--- config.mk ---
export PLATFORM = sky130hd
export DESIGN_NAME = dasp_top
export DESIGN_NICKNAME = d
export VERILOG_FILES = /design/src/design/dasp_top.v /design/src/design/dasp_sync.v
export VERILOG_INCLUDE_DIRS = /design/src /design/src/design
export SDC_FILE = /design/constraint.sdc
export NUM_CORES = 1
export LEC_CHECK = 0
export ABC_AREA = 1
export BUFFER_PORTS_ARGS = -buffer_cell sky130_fd_sc_hd__buf_2
export CAP_MARGIN = 20
export CORE_UTILIZATION = 62
export DETAILED_ROUTE_END_ITERATION = 10
export PLACE_DENSITY = 0.86
export RECOVER_POWER = 100
export SLEW_MARGIN = 20
export SYNTH_ARGS = -nofsm -noshare
export SYNTH_HDL_FRONTEND = slang
export SYNTH_SLANG_ARGS = --single-unit
--- constraint.sdc ---
create_clock -name clk -period 10.1 [get_ports clk]
set_clock_uncertainty 0.15 [all_clocks]
set_input_delay 2.02 -clock clk [delete_from_list [all_inputs] [get_ports clk]]
set_output_delay 2.02 -clock clk [all_outputs]
set_load 0.02 [all_outputs]
--- src/design/dasp_regs.vh ---
// Register map, field positions, reset values and timing constants of the serial port
// Notes on behaviour
// - Master bit drives both clocks, else inputs
// - Frame-clock force-input keeps frame pin input
// - Frame-clock invert bit flips its polarity
// - Bit-clock invert bit flips its polarity
// - Master frame holds 32/64/128/256 bit clocks
// - Port enable gates all data transfer
// - Channel count: none, left, both; 11 reserved
// - Word length 16/20/24/32 bits per channel
// - Format: I2S, left, right justified, DSP
// - Slot mode floats data out when idle
// - Output-drive bit zero floats data out
// - Slot field bit0 left, bit1 right enable
// - Data delayed by 11-bit bit-clock offset
`ifndef DASP_REGS_VH
`define DASP_REGS_VH
// Register indices; byte address is four times the index
`define DASP_IDX_CLK_MODE 8'h2b
`define DASP_IDX_CTRL 8'h2c
`define DASP_IDX_SLOT 8'h2d
`define DASP_IDX_OFS_LO 8'h30
`define DASP_IDX_OFS_HI 8'h31
`define DASP_IDX_STATUS 8'h32
// Reset values
`define DASP_RST_CLK_MODE 8'h01
`define DASP_RST_CTRL 8'h28
`define DASP_RST_SLOT 8'h40
`define DASP_RST_OFS 8'h00
// Writable bit masks
`define DASP_MASK_CLK_MODE 8'h9f
`define DASP_MASK_CTRL 8'hbf
`define DASP_MASK_SLOT 8'hc3
`define DASP_MASK_OFS_LO 8'hff
`define DASP_MASK_OFS_HI 8'h07
// Field positions
`define DASP_MASTER 7
`define DASP_WCLK_IN 4
`define DASP_WCLK_POL 3
`define DASP_BCLK_POL 2
`define DASP_BPW 1:0
`define DASP_EN 7
`define DASP_CHN 5:4
`define DASP_WLEN 3:2
`define DASP_FMT 1:0
`define DASP_SLOT_EN 7
`define DASP_OE 6
`define DASP_SLOT_CH 1:0
// Format codes
`define DASP_FMT_I2S 2'h0
`define DASP_FMT_LJ 2'h1
`define DASP_FMT_RJ 2'h2
`define DASP_FMT_DSP 2'h3
// Channel count codes
`define DASP_CHN_LEFT 2'h1
`define DASP_CHN_BOTH 2'h2
// Master bit clock: half period in ns and in clk cycles at 100 MHz
`define DASP_CLK_NS 10
`define DASP_BCLK_HALF_NS 40
`define DASP_BCLK_HALF_CYC (`DASP_BCLK_HALF_NS / `DASP_CLK_NS)
// Base frame length in bit clocks
`define DASP_BPW_BASE 9'h020
// Master divider end count: half period in clk cycles minus one
`define DASP_BCLK_LAST 4'h3
// Word lengths in bits per channel
`define DASP_WL_16 6'h10
`define DASP_WL_20 6'h14
`define DASP_WL_24 6'h18
`define DASP_WL_32 6'h20
// Slot enable bits and the used part of the offset high byte
`define DASP_SLOT_L 0
`define DASP_SLOT_R 1
`define DASP_OFS_HI_BITS 2:0
// Framer reset values: frame counter, half frame length, saturated position
`define DASP_MCNT_RST 9'h1ff
`define DASP_HALF_RST 12'h020
`define DASP_FPOS_MAX 12'hfff
`endif

--- src/design/dasp_top.v ---
// Digital audio serial port: APB registers, clock master/slave and framing
//
// The APB slave port is this design's own decision.
`timescale 1ns/1ps
`include "dasp_regs.vh"
module dasp_top (
  input wire clk,
  input wire rstn,
  // APB register port
  input wire psel,
  input wire penable,
  input wire pwrite,
  input wire [9:0] paddr,
  input wire [31:0] pwdata,
  output reg [31:0] prdata,
  output wire pready,
  output reg pslverr,
  // Link pins; each drive value has its own enable
  input wire bclk_in,
  output wire bclk_out,
  output wire bclk_oe,
  input wire wclk_in,
  output wire wclk_out,
  output wire wclk_oe,
  input wire sdin,
  output wire serial_data_out,
  output wire serial_data_out_oe,
  // Sample streams, LSB aligned
  input wire [31:0] tx_left,
  input wire [31:0] tx_right,
  output reg tx_taken,
  output reg [31:0] rx_left,
  output reg [31:0] rx_right,
  output reg rx_valid
);
  // Control registers and read decode
  reg [7:0] clk_mode_reg;
  reg [7:0] ctrl_reg;
  reg [7:0] slot_reg;
  reg [7:0] ofs_lo_reg;
  reg [7:0] ofs_hi_reg;
  reg frame_seen_reg;
  reg [7:0] rd_data;
  reg rd_hit;

  // Bus decode and synchronised pins
  wire [7:0] idx;
  wire wr_acc;
  wire bclk_s;
  wire wclk_s;
  wire sdin_s;

  assign idx = paddr[9:2];
  // Zero wait states: every access completes in its first access cycle
  assign pready = 1'b1;
  assign wr_acc = psel & penable & pwrite;

  // Decode; low address bits must be zero for a hit
  always @* begin
    rd_hit = (paddr[1:0] == 2'h0);
    case (idx)
      `DASP_IDX_CLK_MODE: rd_data = clk_mode_reg;
      `DASP_IDX_CTRL: rd_data = ctrl_reg;
      `DASP_IDX_SLOT: rd_data = slot_reg;
      `DASP_IDX_OFS_LO: rd_data = ofs_lo_reg;
      `DASP_IDX_OFS_HI: rd_data = ofs_hi_reg;
      `DASP_IDX_STATUS: rd_data = {7'h00, frame_seen_reg};
      default: begin
        rd_data = 8'h00;
        rd_hit = 1'b0;
      end
    endcase
  end

  // Register writes take effect only in the access cycle
  // Masks drop writes to reserved bits, so those bits always read as zero
  always @(posedge clk or negedge rstn) begin
    if (!rstn) begin
      clk_mode_reg <= `DASP_RST_CLK_MODE;
      ctrl_reg <= `DASP_RST_CTRL;
      slot_reg <= `DASP_RST_SLOT;
      ofs_lo_reg <= `DASP_RST_OFS;
      ofs_hi_reg <= `DASP_RST_OFS;
    end else if (wr_acc && rd_hit) begin
      case (idx)
        `DASP_IDX_CLK_MODE: clk_mode_reg <= pwdata[7:0] & `DASP_MASK_CLK_MODE;
        `DASP_IDX_CTRL: ctrl_reg <= pwdata[7:0] & `DASP_MASK_CTRL;
        `DASP_IDX_SLOT: slot_reg <= pwdata[7:0] & `DASP_MASK_SLOT;
        `DASP_IDX_OFS_LO: ofs_lo_reg <= pwdata[7:0] & `DASP_MASK_OFS_LO;
        `DASP_IDX_OFS_HI: ofs_hi_reg <= pwdata[7:0] & `DASP_MASK_OFS_HI;
        default: ;
      endcase
    end
  end

  // Read data is latched in the setup cycle so it is a flop in the access cycle
  // Unmapped or misaligned addresses raise pslverr and leave registers alone
  always @(posedge clk or negedge rstn) begin
    if (!rstn) begin
      prdata <= 32'h00000000;
      pslverr <= 1'b0;
    end else if (psel && !penable) begin
      prdata <= pwrite ? 32'h00000000 : {24'h000000, rd_data};
      pslverr <= ~rd_hit;
    end
  end

  // Pin synchronisers
  dasp_sync u_bclk (.clk(clk), .rstn(rstn), .d(bclk_in), .q(bclk_s));
  dasp_sync u_wclk (.clk(clk), .rstn(rstn), .d(wclk_in), .q(wclk_s));
  dasp_sync u_sdin (.clk(clk), .rstn(rstn), .d(sdin), .q(sdin_s));

  // Control decode; the frame clock is driven only in master mode without
  // the force-input bit
  wire master = clk_mode_reg[`DASP_MASTER];
  wire wclk_drive = master & ~clk_mode_reg[`DASP_WCLK_IN];
  wire port_en = ctrl_reg[`DASP_EN];
  wire [1:0] fmt = ctrl_reg[`DASP_FMT];
  wire dsp = (fmt == `DASP_FMT_DSP);
  wire slot_mode = slot_reg[`DASP_SLOT_EN];
  wire [8:0] nbits = `DASP_BPW_BASE << clk_mode_reg[`DASP_BPW];
  // Offset is used as written; values past the usable maximum only push
  // the word further into the frame
  wire [10:0] offset = {ofs_hi_reg[`DASP_OFS_HI_BITS], ofs_lo_reg};
  reg [5:0] wlen;

  // Word length per channel
  always @* begin
    case (ctrl_reg[`DASP_WLEN])
      2'h0: wlen = `DASP_WL_16;
      2'h1: wlen = `DASP_WL_20;
      2'h2: wlen = `DASP_WL_24;
      default: wlen = `DASP_WL_32;
    endcase
  end

  // Channel enables; reserved count code enables nothing
  // Slot enables can only narrow what the channel count allows
  wire chn_l = (ctrl_reg[`DASP_CHN] == `DASP_CHN_LEFT) |
    (ctrl_reg[`DASP_CHN] == `DASP_CHN_BOTH);
  wire chn_r = (ctrl_reg[`DASP_CHN] == `DASP_CHN_BOTH);
  wire en_l = chn_l & (~slot_mode | slot_reg[`DASP_SLOT_L]);
  wire en_r = chn_r & (~slot_mode | slot_reg[`DASP_SLOT_R]);

  // Master bit clock divider
  // The rate is fixed at an 80 ns period; a slower link clock needs
  // slave mode with the host driving the bit clock
  reg [3:0] div_reg;
  reg bgen_reg;
  wire div_end = (div_reg == `DASP_BCLK_LAST);
  always @(posedge clk or negedge rstn) begin
    if (!rstn) begin
      div_reg <= 4'h0;
      bgen_reg <= 1'b0;
    end else if (!master) begin
      div_reg <= 4'h0;
      bgen_reg <= 1'b0;
    end else if (div_end) begin
      div_reg <= 4'h0;
      bgen_reg <= ~bgen_reg;
    end else begin
      div_reg <= div_reg + 4'h1;
    end
  end

  // Slave bit clock edge finder on the synchronised pin
  // Edges lag the pin by about three cycles; data in and the bit clock pass
  // equal synchronisers, so their relative timing is kept
  reg bprev_reg;
  wire beff_s = bclk_s ^ clk_mode_reg[`DASP_BCLK_POL];
  always @(posedge clk or negedge rstn) begin
    if (!rstn) begin
      bprev_reg <= 1'b0;
    end else begin
      bprev_reg <= beff_s;
    end
  end

  // One-cycle events: rise samples data, fall launches data
  // In master mode they come from the divider, not from the pin, so the
  // round trip through the pad does not delay the framer
  wire rise_ev = master ? (div_end & ~bgen_reg) : (beff_s & ~bprev_reg);
  wire fall_ev = master ? (div_end & bgen_reg) : (~beff_s & bprev_reg);

  // Master frame counter, advanced on each launching edge
  // Reset count makes the first launching edge begin a frame at zero
  reg [8:0] mcnt_reg;
  reg wgen_reg;
  wire [8:0] mcnt_next = (mcnt_reg >= nbits - 9'h001) ? 9'h000 : mcnt_reg + 9'h001;
  wire wgen_next = dsp ? (mcnt_next == 9'h000) : (mcnt_next >= {1'b0, nbits[8:1]});
  always @(posedge clk or negedge rstn) begin
    if (!rstn) begin
      mcnt_reg <= `DASP_MCNT_RST;
      wgen_reg <= 1'b0;
    end else if (!master) begin
      mcnt_reg <= `DASP_MCNT_RST;
      wgen_reg <= 1'b0;
    end else if (fall_ev) begin
      mcnt_reg <= mcnt_next;
      wgen_reg <= wgen_next;
    end
  end

  // Frame clock as seen by the framer; generated level is already internal polarity
  wire weff_s = wclk_s ^ clk_mode_reg[`DASP_WCLK_POL];
  wire wclk_now = wclk_drive ? wgen_next : weff_s;

  // Framing state updated on launching edges
  // Position saturates so a stopped frame clock cannot wrap into a new word
  reg wprev_reg;
  reg [11:0] fpos_reg;
  reg [11:0] half_reg;
  reg drv_valid_reg;
  reg drv_chan_reg;
  reg [5:0] drv_idx_reg;
  reg sdout_reg;
  reg [31:0] txl_reg;
  reg [31:0] txr_reg;
  reg [11:0] base;
  reg [11:0] rel;
  reg chan_next;
  reg valid_next;
  reg [5:0] idx_next;
  reg [31:0] word_sel;
  reg [4:0] bit_sel;
  // Two-phase formats start each half on a change; DSP only on the rise
  wire w_start = dsp ? (wclk_now & ~wprev_reg) : (wclk_now != wprev_reg);
  wire f_start = w_start & (dsp | ~wclk_now);
  wire [11:0] fpos_next = w_start ? 12'h000 :
    ((fpos_reg == `DASP_FPOS_MAX) ? fpos_reg : fpos_reg + 12'h001);

  // Bit position within the channel for the bit about to be launched
  always @* begin
    case (fmt)
      `DASP_FMT_I2S: base = 12'h001 + {1'b0, offset};
      `DASP_FMT_RJ: base = half_reg - {6'h00, wlen} + {1'b0, offset};
      default: base = {1'b0, offset};
    endcase
    rel = fpos_next - base;
    if (dsp) begin
      chan_next = (rel >= {6'h00, wlen});
      idx_next = chan_next ? (rel[5:0] - wlen) : rel[5:0];
      valid_next = (fpos_next >= base) && (rel < {5'h00, wlen, 1'b0});
    end else begin
      chan_next = wclk_now;
      idx_next = rel[5:0];
      valid_next = (fpos_next >= base) && (rel < {6'h00, wlen});
    end
    valid_next = valid_next & (chan_next ? en_r : en_l) & port_en;
    word_sel = chan_next ? txr_reg : txl_reg;
    bit_sel = wlen[4:0] - 5'h01 - idx_next[4:0];
  end

  // Launch side: one bit per falling edge, MSB first
  // Words are registered at frame start, so a mid-frame update waits for the next frame; in left-justified
  // and DSP formats at zero offset the first left bit of a frame still comes from the previous word
  always @(posedge clk or negedge rstn) begin
    if (!rstn) begin
      wprev_reg <= 1'b0;
      fpos_reg <= `DASP_FPOS_MAX;
      half_reg <= `DASP_HALF_RST;
      drv_valid_reg <= 1'b0;
      drv_chan_reg <= 1'b0;
      drv_idx_reg <= 6'h00;
      sdout_reg <= 1'b0;
      txl_reg <= 32'h00000000;
      txr_reg <= 32'h00000000;
      tx_taken <= 1'b0;
    end else begin
      tx_taken <= 1'b0;
      if (fall_ev) begin
        wprev_reg <= wclk_now;
        fpos_reg <= fpos_next;
        if (w_start && !dsp) begin
          half_reg <= fpos_reg + 12'h001;
        end
        if (f_start && port_en) begin
          txl_reg <= tx_left;
          txr_reg <= tx_right;
          tx_taken <= 1'b1;
        end
        drv_valid_reg <= valid_next;
        drv_chan_reg <= chan_next;
        drv_idx_reg <= idx_next;
        // Samples taken at this frame start are used from the next launching edge on
        sdout_reg <= valid_next & word_sel[bit_sel];
      end
    end
  end

  // Capture side: shift on rising edges while a bit is valid
  // Words are LSB aligned; bits above the word length read as zero
  reg [31:0] rx_sh_reg;
  wire [31:0] rx_sh_next = (drv_idx_reg == 6'h00) ? {31'h00000000, sdin_s} :
    {rx_sh_reg[30:0], sdin_s};
  wire rx_last = (drv_idx_reg == wlen - 6'h01);
  always @(posedge clk or negedge rstn) begin
    if (!rstn) begin
      rx_sh_reg <= 32'h00000000;
      rx_left <= 32'h00000000;
      rx_right <= 32'h00000000;
      rx_valid <= 1'b0;
    end else begin
      rx_valid <= 1'b0;
      if (rise_ev && drv_valid_reg) begin
        rx_sh_reg <= rx_sh_next;
        if (rx_last && !drv_chan_reg) begin
          rx_left <= rx_sh_next;
          rx_valid <= ~en_r;
        end
        if (rx_last && drv_chan_reg) begin
          rx_right <= rx_sh_next;
          rx_valid <= 1'b1;
        end
      end
    end
  end

  // Status: a frame start has been seen since the port was enabled
  // Clearing on disable means software sees only frames of this session
  always @(posedge clk or negedge rstn) begin
    if (!rstn) begin
      frame_seen_reg <= 1'b0;
    end else if (!port_en) begin
      frame_seen_reg <= 1'b0;
    end else if (fall_ev && f_start) begin
      frame_seen_reg <= 1'b1;
    end
  end

  // Clock pins; slave mode leaves both undriven
  assign bclk_oe = master;
  assign bclk_out = bgen_reg ^ clk_mode_reg[`DASP_BCLK_POL];
  assign wclk_oe = wclk_drive;
  assign wclk_out = wgen_reg ^ clk_mode_reg[`DASP_WCLK_POL];

  // In slot mode current enables also gate the pin, so a channel switched off in
  // mid-word releases the line at once rather than at the next bit
  wire drv_en_now = drv_valid_reg & (drv_chan_reg ? en_r : en_l);

  // Data pin; in slot mode the line is released between our own bits
  assign serial_data_out = sdout_reg;
  assign serial_data_out_oe = port_en & slot_reg[`DASP_OE] &
    (~slot_mode | drv_en_now);
endmodule // dasp_top

--- src/design/dasp_sync.v ---
// Two-flop synchroniser for one asynchronous pin
`timescale 1ns/1ps
module dasp_sync (
  input wire clk,
  input wire rstn,
  input wire d,
  output wire q
);
  reg s1_reg;
  reg s2_reg;

  // Only the second flop is read outside
  always @(posedge clk or negedge rstn) begin
    if (!rstn) begin
      s1_reg <= 1'b0;
      s2_reg <= 1'b0;
    end else begin
      s1_reg <= d;
      s2_reg <= s1_reg;
    end
  end

  assign q = s2_reg;
endmodule // dasp_sync

==> run_results.csv <==
group,metric,value,unit
power,pwr-share-clk,34.6,%
logic_synthesis,synth_seq_cells,255,
global_routing,grt_remaining_overflow,0,
logic_synthesis,seq_area_frac_synth,48.0,%
critical_path,path_max_fanout,34,
floorplanning,num_rows,53,
logic_synthesis,yosysTopAreaCellShare,42.9,%
cts,clkSinkCount,255,
sta,fmax,0.112,GHz
cts,h-tree-depth,1,
finish,finish.utilization,71.2,%
sta,slew_violations,565,
floorplanning,io_pins,220,
floorplanning,core-area,21100,sq um
cts,numCtsBuffers,27,
sta,hold_viol,0,
drt,dr.pass1.iters,6,
cts,postCtsSetupBuffers,0,
logic_synthesis,synth_common_cells,"535 x nand2_1, 229 x dfrtp_1, 190 x o21ai_0",
placed_design,globalplace.congestion,0.931,
sta,min_period_over_period,88.4,%
drt,wl,32.3,mm
critical_path,end_kind,"flip-flop",
sta,max-slew-margin-rel,-255,%
drt,vias,11700,
global_routing,grt.total_usage,29.8,%
power,combPwrFrac,23.5,%
logic_synthesis,synth_top_area_cell,"dfrtp_1",
power,power_density,197,nW/um^2
critical_path,path_common_cell,"nor2_1",
run_status,failed_checks,"capacitance limit, slew limit",
power,intPower,2.01,mW
global_routing,grt_pass1_vias,11100,
global_routing,antenna_found_initial,0,
drt,route.detailed.drc,0,
sta,rsz0062_at_grt,"no",
logic_synthesis,synthTopCellsByArea,"dfrtp_1 43%, nand2_1 15%, o21ai_0 7.1%",
critical_path,path_class,"flip-flop to flip-flop",
power,netSwitchingFraction,31.8,%
floorplanning,die_w,149,um
power,p_leak,7.31,nW
drt,dr.first_iter.drc_count,944,
floorplanning,die_area,22100,sq um
logic_synthesis,synth.most_common_cell,"nand2_1",
power,ir_worst_vdd,0.194,mV
power,p_seq_share,41.9,%
run_status,outcome,"finished with violations",
logic_synthesis,syn_avg_cell_area,8.09,sq um
logic_synthesis,yosysWarnings,0,
global_routing,grt_max_degree,102,
logic_synthesis,synth_ff_type,"dfrtp_1",
finish,nNetsFinal,1968,
cts,clock_path_buffers,3,
job,cap_violations,8,
cts,cts_resized,0,
finish,drive_above_1_share,9.81,%
cts,ctsHoldBuffers,0,
critical_path,slowest_stage,"nand2_4",
placed_design,hpwl,22.0,mm
sta,timing.setup.tns,0,ns
critical_path,critPathLaunchType,"flip-flop",
critical_path,worstPathRequired,10.39,ns
sta,worst-slew-pin-transition,5.32,ns
critical_path,arrival,9.23,ns
finish,n_fill_cell,1658,
drt,vias_per_cell,5.60,
drt,wl_per_cell,15.5,um
power,p_switching,940,uW
cts,clk_pin_slew,0.06,ns
finish,areaGrowthSynthToFinish,12.4,%
cts,cts_tree,"yes",
logic_synthesis,ys_types,44,
logic_synthesis,synth-edff-count,0,
finish,diodes,0,
cts,clockRootBuffer,"clkbuf_16",
logic_synthesis,synthCells,1651,
placed_design,port_buffers,170,
critical_path,max_stage_delay,0.62,ns
sta,setup_viol,0,
logic_synthesis,synthesis.area,13400,sq um
floorplanning,initial_core_util,63.4,%
global_routing,grt_pass1_wl,53.3,mm
logic_synthesis,async_reset_ff_share,100,%
drt,postRouteAntennaNets,0,
sta,fin_crit,8.93,ns
floorplanning,die_y,149,um
worst_hold_path,min_path_type,"flip-flop to flip-flop",
cts,clk_latency,0.54,ns
per-stage QoR:
step	power [mW]	instances	hold slack [ns]	instance area, sq um	worst slack (ns)
final	2.95	2089	0.196	15000	1.17
after global routing	3.12	2089	0.206	15000	0.481
after CTS	2.96	2088	0.198	15200	1.62
after detailed placement	1.94	2038	0.186	14200	1.58
after global placement	1.91	2038	0.185	14200	1.85
after floorplan	1.74	1674	0.181	13500	3.45
power groups by stage:
| stage | sequential, mW | combinational [mW] | clock [mW] |
|---|---|---|---|
| after floorplan | 1.23 | 0.511 | 0 |
| after global placement | 1.25 | 0.669 | 0 |
| after detailed placement | 1.25 | 0.688 | 0 |
| after CTS | 1.23 | 0.694 | 1.04 |
| after global routing | 1.25 | 0.786 | 1.08 |
| final | 1.24 | 0.693 | 1.02 |
path summary, 6_finish.rpt:
check                      cells past startpoint  slack, ns       endpoint       startpoint
min in group asynchronous                      1       3.28     div_reg[0]             rstn
max                                           35       1.17  drv_valid_reg  clk_mode_reg[0]
max reg2reg                                   35       1.17  drv_valid_reg  clk_mode_reg[0]
min                                            0       0.20       u_bclk.q    u_bclk.s1_reg
min reg2reg                                    0       0.20       u_bclk.q    u_bclk.s1_reg
max in group asynchronous                      2       2.45  rx_sh_reg[12]             rstn
routing by layer:
layer  wire length (um)  GRT usage (%)
met5                  0              0
met4                834           8.78
met3               2160           3.79
met2              15600           50.6
met1              13700           40.0
cells in the final DEF, fill, tap and decap left out, types with 3 or more instances in the layout:
master	instances
a221oi_1	3
a21oi_1	46
o22ai_1	11
buf_2	86
dfstp_2	25
nand2_1	535
nor2_1	61
conb_1	25
a211oi_1	4
nor2_2	3
o211ai_1	3
clkinv_1	8
ha_1	54
nor4_1	8
clkbuf_1	92
xnor2_1	8
o31ai_1	7
mux2_2	7
inv_1	144
a21o_1	3
nand4_1	8
fa_1	7
clkbuf_16	27
xor2_1	30
nand3_1	123
clkinv_2	5
nand3_2	3
a31oi_1	5
dfrtp_1	229
nor3_1	18
clkbuf_8	9
o21ai_0	192
o21bai_1	4
area by class of cell:
type                            count  area, sq um  share of cell area, %
Clock buffer                       39          811                   5.40
Clock inverter                     11          129                  0.858
Inverter                          153          574                   3.82
Multi-Input combinational cell   1178         5960                   39.7
Sequential cell                   255         6410                   42.7
Tap cell                          275          344                   2.29
Timing Repair Buffer              178          782                   5.21
critical path, delay by kind of cell (launching register included):
| kind | cells | cell delay (ns) |
|---|---|---|
| AOI/OAI and AO/OA | 10 | 2.59 |
| xor gates and xnor gates | 1 | 0.28 |
| adders and majority gates | 5 | 1.46 |
| buffers and inverters | 3 | 0.67 |
| DFF | 1 | 0.56 |
| and+or+nand+nor | 16 | 3.09 |
kinds of logic (layout without fill, tap and decap cells):
family,count (synthesis),after routing,synth area share [%]
fa+ha+maj,61,61,6.10
xor+xnor,38,38,2.49
simple gates,765,765,23.6
mux,7,7,0.590
compound gates,282,282,11.3
flops,255,255,48.0
buf+inv,241,381,7.91
other cells,2,25,0.0562
No activity file was read; power rests on OpenSTA's default activity.
